**src/rtl/spcmd_pkg.sv**
```systemverilog
// package for the special command decoder: codes, layouts and carriers
package spcmd_pkg;
    localparam logic [7:0] SPCMD_REG_ADDR      = 8'hc7;
    localparam logic [7:0] SPCMD_JOIN_CTRL     = 8'h10;
    localparam logic [7:0] SPCMD_KEY_WRITE     = 8'h11;
    localparam logic [7:0] SPCMD_KEY_CLEAR     = 8'h12;
    localparam logic [7:0] SPCMD_KEY_RELOAD    = 8'h13;
    localparam logic [7:0] SPCMD_RESTORE_0     = 8'h20;
    localparam logic [7:0] SPCMD_RESTORE_1     = 8'haa;
    localparam logic [7:0] SPCMD_RESTORE_2     = 8'hbb;
    localparam logic [7:0] SPCMD_JOIN_HALT     = 8'h00;
    localparam logic [7:0] SPCMD_JOIN_ADMIN    = 8'h01;
    localparam logic [7:0] SPCMD_JOIN_RUN      = 8'h02;
    localparam logic [7:0] SPCMD_SEL_RUNTIME   = 8'h01;
    localparam logic [7:0] SPCMD_SEL_STORED    = 8'h02;
    localparam int         SPCMD_KEY_BYTES     = 16;
    localparam logic [4:0] SPCMD_KEY_LAST      = 5'h0f;
    localparam int         SPCMD_MSG_LEN       = 23;
    localparam logic [4:0] SPCMD_MSG_LAST      = 5'h16;
    localparam logic [127:0] SPCMD_KEY_ZERO    = 128'h0;

    // one register write as handed over by the frame parser
    typedef struct packed {
        logic       valid;
        logic [7:0] addr;
        logic [7:0] data;
        logic       last;
    } spcmd_wr_s;

    typedef enum logic [7:0] {
        SPCMD_IDLE    = 8'b0000_0001,
        SPCMD_JSUB    = 8'b0000_0010,
        SPCMD_KSEL    = 8'b0000_0100,
        SPCMD_KDATA   = 8'b0000_1000,
        SPCMD_CSEL    = 8'b0001_0000,
        SPCMD_RST1    = 8'b0010_0000,
        SPCMD_RST2    = 8'b0100_0000,
        SPCMD_MSG     = 8'b1000_0000
    } spcmd_state_e;
endpackage

```
**src/rtl/spcmd_decoder.sv**
```systemverilog
// special command decoder: join control, key handling and factory restore
`timescale 1ns/1ps
`default_nettype none

// Overview of operation
// - write-only command register at 0xc7 triggers operations, stores nothing
// - 0x10 join control, 0x11 key write, 0x12 key clear
// - 0x13 key reload; on serial only 0x20 0xaa 0xbb restores factory defaults
// - join sub 0 halts, 1 makes admin with new key, 2 joins
// - serially started join blocks push-button join requests until it ends
// - during a join all register writes are rejected except halt-join; here the 0x10 opcode byte in front of the halt also passes
// - halt-join completes before its acknowledge is returned; here the halt pulse and the ack share one cycle, the ack does not wait
// - key receiver flag chooses role and key rights at join start
// - after successful join copy stored address registers to volatile ones
// - key write is 0x11, select byte, then sixteen key bytes in order
// - select 0x01 targets runtime key, 0x02 the stored key
// - runtime key lost on reset and loaded from stored key at power-up
// - an all-zero key means no key is present
// - key clear zeroes runtime key on 0x01, stored key on 0x02
// - key reload copies stored key into the runtime key slot
// - factory restore returns every stored register to defaults
// - after restore send reset message on serial, then full reset
// - push-button restore pattern also triggers the factory restore
// - serial join operations behave like push-button join operations
module spcmd_decoder (
    // clock and reset
    input  wire logic                  sys_clk_i,
    input  wire logic                  rst_i,
    // register writes from the frame parser
    input  wire spcmd_pkg::spcmd_wr_s  wr_i,
    output logic                       wr_reject_o,
    output logic                       ack_o,
    // push-button requests, already decoded
    input  wire logic                  pb_join_raw_i,
    input  wire logic                  pb_restore_raw_i,
    // join engine
    input  wire logic                  key_receiver_flag_i,
    input  wire logic                  join_busy_i,
    input  wire logic                  join_ok_i,
    output logic                       join_halt_o,
    output logic                       join_admin_o,
    output logic                       join_start_o,
    output logic                       join_as_admin_o,
    output logic                       addr_copy_o,
    // stored key memory
    input  wire logic [127:0]          stored_key_i,
    output logic [127:0]               stored_key_o,
    output logic                       stored_key_we_o,
    output logic [127:0]               runtime_key_o,
    output logic                       runtime_key_set_o,
    output logic                       stored_key_set_o,
    // factory restore and message
    output logic                       nv_restore_o,
    output logic [7:0]                 tx_data_o,
    output logic                       tx_valid_o,
    input  wire logic                  tx_ready_i,
    output logic                       sys_reset_o
);
    import spcmd_pkg::*;

    spcmd_state_e   state_q, state_d;
    logic [127:0]   rkey_q, skey_q, shift_q;
    logic [7:0]     sel_q;
    logic [4:0]     cnt_q;
    logic           loaded_q, serial_join_q, busy_q;
    logic           pbj_m_q, pbj_q, pbr_m_q, pbr_q, pbj_prev_q;
    logic           join_admin_role_q, sys_reset_q;
    logic           msg_done_q;

    // the block sits behind the frame parser: every byte of a frame that
    // is addressed to the command register arrives as one write strobe.
    // the register holds nothing readable; a byte either moves the
    // sequencer along or fires a one-cycle pulse towards the join engine,
    // the key store or the restore logic.
    //
    // hazards worth knowing:
    // - the join engine owns the link while busy, so writes are refused
    //   then, but a halt frame must still get through
    // - a refused byte that ends a frame must still drop the partial
    //   command, or the sequencer would wait in a sub-state for ever
    // - the restore message is sent once; the sequencer then parks until
    //   the system reset that it requests comes back as rst_i

    // message text is a constant table, no file needed
    localparam logic [8*23-1:0] MSG =
        {8'h0d, 8'h0a, "Configuration Reset", 8'h0d, 8'h0a};

    // accepted write strobes
    wire hit     = wr_i.valid && (wr_i.addr == SPCMD_REG_ADDR);
    wire is_halt = (state_q == SPCMD_JSUB) && (wr_i.data == SPCMD_JOIN_HALT);
    // the join-control opcode byte has to pass while busy, or the halt
    // subcommand behind it could never be reached
    wire is_jctl = (state_q == SPCMD_IDLE) &&
                   (wr_i.data == SPCMD_JOIN_CTRL);
    wire blocked = join_busy_i && !is_halt && !is_jctl;
    wire take    = hit && !blocked;
    wire sel_ok  = (wr_i.data == SPCMD_SEL_RUNTIME) ||
                   (wr_i.data == SPCMD_SEL_STORED);
    wire pb_join = pbj_q && !pbj_prev_q && !serial_join_q;
    // message stops after the last byte so the text is sent only once
    wire in_msg  = (state_q == SPCMD_MSG) && !msg_done_q;
    wire msg_adv = in_msg && tx_ready_i;
    wire restore_go = (take && state_q == SPCMD_RST2 &&
                       wr_i.data == SPCMD_RESTORE_2) ||
                      (pbr_q && state_q == SPCMD_IDLE);

    assign wr_reject_o  = hit && blocked;
    // halt pulse and its ack share the same cycle, so halt never lags the ack
    assign ack_o        = take;
    assign join_halt_o  = take && is_halt;
    assign join_admin_o = take && state_q == SPCMD_JSUB &&
                          wr_i.data == SPCMD_JOIN_ADMIN;
    assign join_start_o = (take && state_q == SPCMD_JSUB &&
                           wr_i.data == SPCMD_JOIN_RUN) ||
                          (pb_join && !join_busy_i);
    assign join_as_admin_o = join_admin_role_q;
    assign addr_copy_o  = busy_q && !join_busy_i && join_ok_i;
    assign nv_restore_o = restore_go;
    assign runtime_key_o     = rkey_q;
    assign stored_key_o      = skey_q;
    assign runtime_key_set_o = (rkey_q != SPCMD_KEY_ZERO);
    assign stored_key_set_o  = (skey_q != SPCMD_KEY_ZERO);
    assign tx_valid_o   = in_msg;
    assign tx_data_o    = MSG[8*(SPCMD_MSG_LEN-1-int'(cnt_q)) +: 8];
    assign sys_reset_o  = sys_reset_q;

    // command sequencing
    always_comb begin
        state_d = state_q;
        if (restore_go) begin
            state_d = SPCMD_MSG;
        end else if (take) begin
            unique case (state_q)
                SPCMD_IDLE: begin
                    unique case (wr_i.data)
                        SPCMD_JOIN_CTRL:  state_d = SPCMD_JSUB;
                        SPCMD_KEY_WRITE:  state_d = SPCMD_KSEL;
                        SPCMD_KEY_CLEAR:  state_d = SPCMD_CSEL;
                        SPCMD_RESTORE_0:  state_d = SPCMD_RST1;
                        default:          state_d = SPCMD_IDLE;
                    endcase
                end
                SPCMD_KSEL: state_d = sel_ok ? SPCMD_KDATA : SPCMD_IDLE;
                SPCMD_KDATA: begin
                    if (cnt_q == SPCMD_KEY_LAST) begin
                        state_d = SPCMD_IDLE;
                    end
                end
                SPCMD_RST1: state_d = (wr_i.data == SPCMD_RESTORE_1) ?
                                      SPCMD_RST2 : SPCMD_IDLE;
                SPCMD_MSG:  state_d = SPCMD_MSG;
                default:    state_d = SPCMD_IDLE;
            endcase
        end
        // a frame ending mid-sequence drops the partial command,
        // refused bytes included, so no stale sub-state survives a frame
        if (hit && wr_i.last && state_d != SPCMD_MSG) begin
            state_d = SPCMD_IDLE;
        end
    end

    // state, counters and message sender
    always_ff @(posedge sys_clk_i or posedge rst_i) begin
        if (rst_i) begin
            state_q     <= SPCMD_IDLE;
            cnt_q       <= 5'h00;
            sel_q       <= 8'h00;
            sys_reset_q <= 1'b0;
        end else begin
            state_q     <= state_d;
            sys_reset_q <= msg_adv && cnt_q == SPCMD_MSG_LAST;
            if (take && state_q == SPCMD_KSEL) begin
                sel_q <= wr_i.data;
            end
            if (restore_go || (take && state_q == SPCMD_KSEL)) begin
                cnt_q <= 5'h00;
            end else if ((take && state_q == SPCMD_KDATA) || msg_adv) begin
                cnt_q <= cnt_q + 5'h01;
            end
        end
    end

    // message end marker; without it the counter would wrap and the
    // text plus the reset request would repeat while waiting for rst_i
    always_ff @(posedge sys_clk_i or posedge rst_i) begin
        if (rst_i) begin
            msg_done_q <= 1'b0;
        end else if (msg_adv && cnt_q == SPCMD_MSG_LAST) begin
            msg_done_q <= 1'b1;
        end
    end

    // the push-button lines come from outside the clock domain, so only
    // the second flop of each pair is read by any logic; the join line
    // also keeps a delayed copy for its rising-edge detect, reset to the
    // idle level of the pin so no false edge follows reset
    // two-flop synchronisers for the push-button requests
    always_ff @(posedge sys_clk_i or posedge rst_i) begin
        if (rst_i) begin
            {pbj_m_q, pbj_q, pbj_prev_q} <= 3'h0;
            {pbr_m_q, pbr_q}             <= 2'h0;
        end else begin
            pbj_m_q    <= pb_join_raw_i;
            pbj_q      <= pbj_m_q;
            pbj_prev_q <= pbj_q;
            pbr_m_q    <= pb_restore_raw_i;
            pbr_q      <= pbr_m_q;
        end
    end

    // the serial lock is set only by a serially started join and is
    // released when the engine drops busy, whatever the join outcome;
    // the role flag is captured at the start so a later change of the
    // key receiver flag does not alter a join already under way
    // join ownership and role capture
    always_ff @(posedge sys_clk_i or posedge rst_i) begin
        if (rst_i) begin
            serial_join_q     <= 1'b0;
            busy_q            <= 1'b0;
            join_admin_role_q <= 1'b0;
        end else begin
            busy_q <= join_busy_i;
            if (join_start_o) begin
                join_admin_role_q <= !key_receiver_flag_i;
            end
            if (take && state_q == SPCMD_JSUB &&
                wr_i.data == SPCMD_JOIN_RUN) begin
                serial_join_q <= 1'b1;
            end else if (busy_q && !join_busy_i) begin
                serial_join_q <= 1'b0;
            end
        end
    end

    // key storage; runtime copy reloads from the stored key after reset
    always_ff @(posedge sys_clk_i or posedge rst_i) begin
        if (rst_i) begin
            rkey_q          <= SPCMD_KEY_ZERO;
            skey_q          <= SPCMD_KEY_ZERO;
            shift_q         <= SPCMD_KEY_ZERO;
            loaded_q        <= 1'b0;
            stored_key_we_o <= 1'b0;
        end else begin
            stored_key_we_o <= 1'b0;
            if (!loaded_q) begin
                loaded_q <= 1'b1;
                skey_q   <= stored_key_i;
                rkey_q   <= stored_key_i;
            end else if (take && state_q == SPCMD_KDATA) begin
                // first key byte ends up in the top byte
                shift_q <= {shift_q[119:0], wr_i.data};
                if (cnt_q == SPCMD_KEY_LAST) begin
                    if (sel_q == SPCMD_SEL_RUNTIME) begin
                        rkey_q <= {shift_q[119:0], wr_i.data};
                    end else begin
                        skey_q          <= {shift_q[119:0], wr_i.data};
                        stored_key_we_o <= 1'b1;
                    end
                end
            end else if (take && state_q == SPCMD_CSEL) begin
                if (wr_i.data == SPCMD_SEL_RUNTIME) begin
                    rkey_q <= SPCMD_KEY_ZERO;
                end else if (wr_i.data == SPCMD_SEL_STORED) begin
                    skey_q          <= SPCMD_KEY_ZERO;
                    stored_key_we_o <= 1'b1;
                end
            end else if (take && state_q == SPCMD_IDLE &&
                         wr_i.data == SPCMD_KEY_RELOAD) begin
                rkey_q <= skey_q;
            end else if (restore_go) begin
                skey_q          <= SPCMD_KEY_ZERO;
                stored_key_we_o <= 1'b1;
            end
        end
    end
endmodule

`default_nettype wire

```
**config.mk**
```make
export PLATFORM = sky130hd
export DESIGN_NAME = spcmd_decoder
export DESIGN_NICKNAME = d
export VERILOG_FILES = /design/src/rtl/spcmd_pkg.sv /design/src/rtl/spcmd_decoder.sv
export SDC_FILE = /design/constraint.sdc
export NUM_CORES = 1
export LEC_CHECK = 0
export ABC_CLOCK_PERIOD_IN_PS = 17260
export BUFFER_PORTS_ARGS = -buffer_cell sky130_fd_sc_hd__buf_2
export CAP_MARGIN = 40
export CORE_ASPECT_RATIO = 1.25
export CORE_MARGIN = 2
export CORE_UTILIZATION = 49
export CTS_CLUSTER_DIAMETER = 200
export CTS_CLUSTER_SIZE = 8
export DETAILED_ROUTE_END_ITERATION = 8
export GPL_ROUTABILITY_DRIVEN = 0
export GPL_TIMING_DRIVEN = 0
export HOLD_SLACK_MARGIN = 0.03
export MAX_ROUTING_LAYER = met4
export PLACE_DENSITY = 0.73
export SETUP_SLACK_MARGIN = 0.15
export SYNTH_ARGS = -nofsm -noshare
export SYNTH_HDL_FRONTEND = slang
export SYNTH_SLANG_ARGS = --single-unit
```
**constraint.sdc**
```tcl
create_clock -name sys_clk_i -period 17.26 [get_ports sys_clk_i]
set_clock_uncertainty 0.05 [all_clocks]
set_input_delay 3.452 -clock sys_clk_i [delete_from_list [all_inputs] [get_ports sys_clk_i]]
set_output_delay 3.452 -clock sys_clk_i [all_outputs]
set_load 0.1 [all_outputs]
```
# Word-level counts from Yosys, hierarchy flattened
# Index checks and enable logic that the tools add are counted.
[word_totals]
input_bits = 154
register_bits = 409
[op_classes]
n_shift = 1
addsub = 2
n_mux = 37
n_eq_ne = 31
n_reduce_logical = 50
[op_table]
columns = ["cell", "count"]
rows = [
  ["$mux W128", 16],
  ["$reduce_bool A128 Y1", 2],
  ["$shiftx A184 B9 Y8 const A", 1],
  ["$eq A8 B5 Y1 const B", 5],
  ["$pmux W8 S5", 1],
  ["$eq A8 B8 Y1 const B", 4],
  ["$mux W8", 4],
  ["$logic_and A1 B1 Y1", 29],
  ["$eq A8 B1 Y1 const B", 3],
  ["$pmux W6 S4", 1],
  ["$eq A8 B2 Y1 const B", 2],
  ["$eq A8 B6 Y1 const B", 2],
  ["$mux W1", 11],
  ["$mux W5", 2],
  ["$eq A8 B3 Y1 const B", 1],
  ["$eq A8 B4 Y1 const B", 1],
  ["$eq A8 B7 Y1 const B", 1],
  ["$logic_not A1 Y1", 8],
  ["$logic_not A8 Y1", 1],
  ["$ne A4 B1 Y1 const B", 2],
  ["$ne A4 B3 Y1 const B", 2],
  ["$ne A4 B4 Y1 const B", 2],
  ["$ne A8 B8 Y1 const B", 1],
  ["$mux W7", 1],
  ["other kinds (12)", 18],
]

# Depth between registers and ports, before layout
[logic_depth]
depth_word = 15
ltp_mapped = 12
mapped_depth_nobuf = 10

# Worst setup path before layout
# No wires, ideal clock.
[synth_path]
path_kind = "input -> output"
from = "input port wr_i[14] (netlist bit)"
to = "output port join_halt_o"
n_path_buf = 1
arrival_ns = 7.040
cell_stages = 7
setup_slack_ns = 6.718
path_cell_list = "or2_2 or3_1 a21o_1 inv_2 buf_4 nand4_1 nor3_1"
[synth_between]
elab_chain_cells = 4
[synth_lines]
columns = ["item", "line", "source"]
rows = [
  ["start, declared", "spcmd_decoder.sv:30", "input wire spcmd_pkg::spcmd_wr_s wr_i,"],
  ["$eq A8 B8 Y1", "spcmd_decoder.sv:89", "wire hit = wr_i.valid && (wr_i.addr == SPCMD_REG_ADDR);"],
  ["$logic_and A1 B1 Y1", "spcmd_decoder.sv:89", ""],
  ["$logic_and A1 B1 Y1", "spcmd_decoder.sv:96", "wire take = hit && !blocked;"],
  ["named net ack_o", "spcmd_decoder.sv:32", "output logic ack_o,"],
  ["$logic_and A1 B1 Y1", "spcmd_decoder.sv:110", "assign join_halt_o = take && is_halt;"],
  ["end, declared", "spcmd_decoder.sv:40", "output logic join_halt_o,"],
]
# The timed path passes the listed nets, and every way through them passes these cells.

# Worst setup path in the final report
[layout_path]
from = "input port wr_i[3] (netlist bit)"
to = "output port join_halt_o"
[layout_between]
elab_chain_cells = 8
elab_cells_between_ends = 11
[layout_lines]
columns = ["item", "line", "source"]
rows = [
  ["$logic_not A8 Y1", "spcmd_decoder.sv:90", "wire is_halt = (state_q == SPCMD_JSUB) && (wr_i.data == SPCMD_JOIN_HALT);"],
  ["$logic_and A1 B1 Y1", "spcmd_decoder.sv:90", ""],
  ["$logic_not A1 Y1", "spcmd_decoder.sv:95", "wire blocked = join_busy_i && !is_halt && !is_jctl;"],
  ["$logic_and A1 B1 Y1 (2 in series)", "spcmd_decoder.sv:95", ""],
  ["$logic_not A1 Y1", "spcmd_decoder.sv:96", ""],
  ["$logic_and A1 B1 Y1", "spcmd_decoder.sv:96", ""],
  ["$logic_and A1 B1 Y1 *", "spcmd_decoder.sv:110", ""],
]
# Every way passes the cells marked *; elsewhere a longest branch is shown, timed or not.

==> flow_summary_export.csv <==
group,metric,value,unit
yosys,synth_edf_count,0,
clock_network,post-cts-setup-buffers,0,
sta,setup_slack,7811,ps
clock_network,cts_tree,"built",
die,rows,80,
finish,fin_nets,2811,
sta,setup_viol,0,
die,ios,431,
setup_path,cp_cell_sequence,"buf_2, nor4_4, a41oi_2, a21o_1, inv_2, buf_4, nand4_1, nor3_1, buf_2",
clock_network,ctsHtreeMaxLevel,2,
die,die_area,40190,sq um
clock_network,clockRootBuffer,"clkbuf_16",
job,cap_violations,0,
setup_path,worstSetupEndpointType,"primary output",
yosys,async_reset_ff_frac,1.000,
die,dieHeight,223.6,um
detailed_routing,dr.pass1.iters,6,
place,io_buffers,428,
detailed_routing,drc,0,
worst_hold_path,hold_class,"reg -> reg",
setup_path,critPathMaxStageDelay,560,ps
sta,fin_crit_sh,0.5475,
detailed_routing,dr.first_iter.drc_count,1850,
yosys,netlist_area,18910,sq um
setup_path,arrival,5950,ps
setup_path,crit_top_cell,"buf_2",
clock_network,clk_latency,590,ps
status,status,"finished clean",
yosys,synth-seq-cells,409,
yosys,synth_area_leaders,"dfrtp_1 (54%), nand2_1 (10%), a21oi_1 (7.3%), nor2_1 (5.7%), nor2b_1 (4.4%)",
pwr,internal_power,1.808,mW
detailed_routing,routed_wl,68210,um
sta,final.setup.tns,0,ps
clock_network,clk_pin_slew,50,ps
sta,final_max_slew_viol_count,0,
sta,relSlewSlack,0.4081,
clock_network,postCtsHoldBufs,0,
global_routing,grt-ovfl-total,0,
clock_network,cts_sinks,409,
yosys,synth.top_cell.area_share,0.5400,
detailed_routing,routed-via-count,18723,
finish,area_growth,23.14,%
die,die_x,179.7,um
detailed_routing,wl_per_cell,21.66,um
clock_network,numCtsBuffers,57,
pwr,swShare,0.4403,
yosys,synth_most_common_cell,"nand2_1",
global_routing,grt_pass1_wl,104100,um
pwr,p_leak,11.20,nW
setup_path,cp-start-kind,"primary input",
finish,drive_above_1_share,0.2303,
yosys,yosysWarnings,0,
setup_path,worstSetupEndpoint,"join_halt_o",
die,start_util,0.4958,
sta,hold_viol_final,0,
setup_path,critical_path_required,13760,ps
pwr,p_per_area,138.7,nW/um^2
place,pre_cts_ws,7848,ps
sta,min_period,9449,ps
pwr,seqPwrFrac,0.347,
sta,rsz0062_at_grt,"no",
pwr,peakVddDrop,0.3712,mV
clock_network,clockBufferDepth,3,
setup_path,critPathSlowestCell,"nor4_4",
setup_path,critPathMaxFanout,10,
die,coreArea,38140,sq um
yosys,synth_cell_types,60,
yosys,yosysSeqAreaShare,0.5414,
setup_path,reg2reg_from,"cnt_q[3]",
finish,diodes,0,
detailed_routing,routed_via_density,5.946,
global_routing,grt_pass1_vias,18258,
yosys,synth_nets,2316,
clock_network,cts_resized,0,
setup_path,reg2reg_slack,13310,ps
yosys,synth-main-ff-cell,"dfrtp_1",
setup_path,worstRegToRegCells,11,
yosys,yosys-top-cells-count,"nand2_1 (513), dfrtp_1 (408), nor2_1 (286), a21oi_1 (276), nor2b_1 (134)",
setup_path,r2r_end,"runtime_key_o[25]",
detailed_routing,postRouteAntennaNets,0,
sta,worst_pin_slew,879.8,ps
global_routing,grt_use_total,0.3398,
pwr,power_frac_comb,0.353,
yosys,synthCells,2159,
setup_path,path_class,"in -> out",
pwr,p_sw,1.422,mW
global_routing,antenna_found_initial,0,
global_routing,grt_max_degree,116,
pwr,p_clk_frac,0.300,
yosys,synth_area_per_cell,8.758,sq um
sta,max_freq,105.8,MHz
place,post-dp-hpwl,50700,um
setup_path,critical_path.startpoint,"wr_i[3]",
yosys,synth_top_cell_by_area,"dfrtp_1",
-- cells in the final DEF (no fill, tap or decap), types with 23 or more instances in the layout --
| master | n |
|---|---|
| nand2_1 | 513 |
| buf_2 | 482 |
| dfrtp_1 | 408 |
| nor2_1 | 286 |
| a21oi_1 | 276 |
| nor2b_1 | 134 |
| a31oi_1 | 132 |
| nor4_1 | 72 |
| clkbuf_16 | 57 |
| clkbuf_1 | 53 |
| nand4_1 | 23 |
-- flip-flops by register name (all words and copies together) (netlist names) --
name and flops:
busy_q 1, cnt_q 5, join_as_admin_o 1, loaded_q 1, msg_done_q 1, pbj_m_q 1
pbj_prev_q 1, pbj_q 1, pbr_m_q 1, pbr_q 1, runtime_key_o 128, sel_q 8
serial_join_q 1, shift_q 120, state_q 8, stored_key_o 128, stored_key_we_o 1, sys_reset_o 1
-- power by group through the flow --
stage | logic, mW | registers [mW] | clock network, mW
finish | 1.14 | 1.12 | 0.969
global route | 1.19 | 1.12 | 1.02
CTS | 1.14 | 1.12 | 0.976
detailed placement | 1.13 | 1.13 | 0
global placement | 1.11 | 1.13 | 0
floorplan | 0.461 | 1.56 | 0
-- logic make-up (layout without fill, tap and decap cells) --
kind of cell,after synthesis,count (layout),share of synthesized area
AOI/OAI and AO/OA,464,464,0.1379
adders and majority gates,4,4,0.002515
muxes,10,10,0.005890
buffers and inverters,154,652,0.04553
other,2,2,0.0003972
xor gates and xnor gates,10,10,0.004632
and+or+nand+nor,1106,1106,0.2618
DFF,409,409,0.5414
-- worst min-delay path by stage --
stage,cells after the start,startpoint,endpoint
after floorplan,0,pbj_m_q,pbj_q
after global placement,0,pbj_m_q,pbj_q
after detailed placement,0,pbr_m_q,pbr_q
after CTS,0,pbr_m_q,pbr_q
after global routing,0,pbr_m_q,pbr_q
final,0,pbr_m_q,pbr_q
-- critical path: cells and delay by family --
family / cells / cell delay [ps]
buffers and inverters: 4 / 980
and+or+nand+nor: 3 / 910
AOI/OAI and AO/OA: 2 / 600
-- metal layers --
metal  part of all wire  GRT usage  up-vias
met5                  0          -        -
met4              0.063     0.1844        0
met1               0.38     0.4160     9075
li1                   -          -     8317
met2               0.48     0.5446     1068
met3              0.079    0.05251      263
-- stage by stage --
step           instance area, sq um  utilization  power (mW)  instances  hold slack [ps]
2_1_floorplan                 18910            -       2.026       2159            281.2
3_3_place_gp                  21670       0.5681       2.243       3079            284.3
3_5_place_dp                  21800       0.5717       2.263       3087            289.5
4_1_cts                       23280       0.6105       3.228       3149            300.5
5_1_grt                       23280       0.6105       3.327       3149            304.5
6_report                      23280       0.6105       3.230       3149            295.8
-- cell type report --
class / count / area [sq um]
fill: 3294 / 14850
clock inverter: 4 / 50.05
clock buffer: 58 / 1430
multi-input combinational: 1596 / 7811
inverter: 8 / 37.54
buffer: 146 / 830.8
tap: 492 / 615.6
timing repair buffer: 436 / 2272
sequential: 409 / 10240
Note: power is estimated with default switching activity, not from simulation.
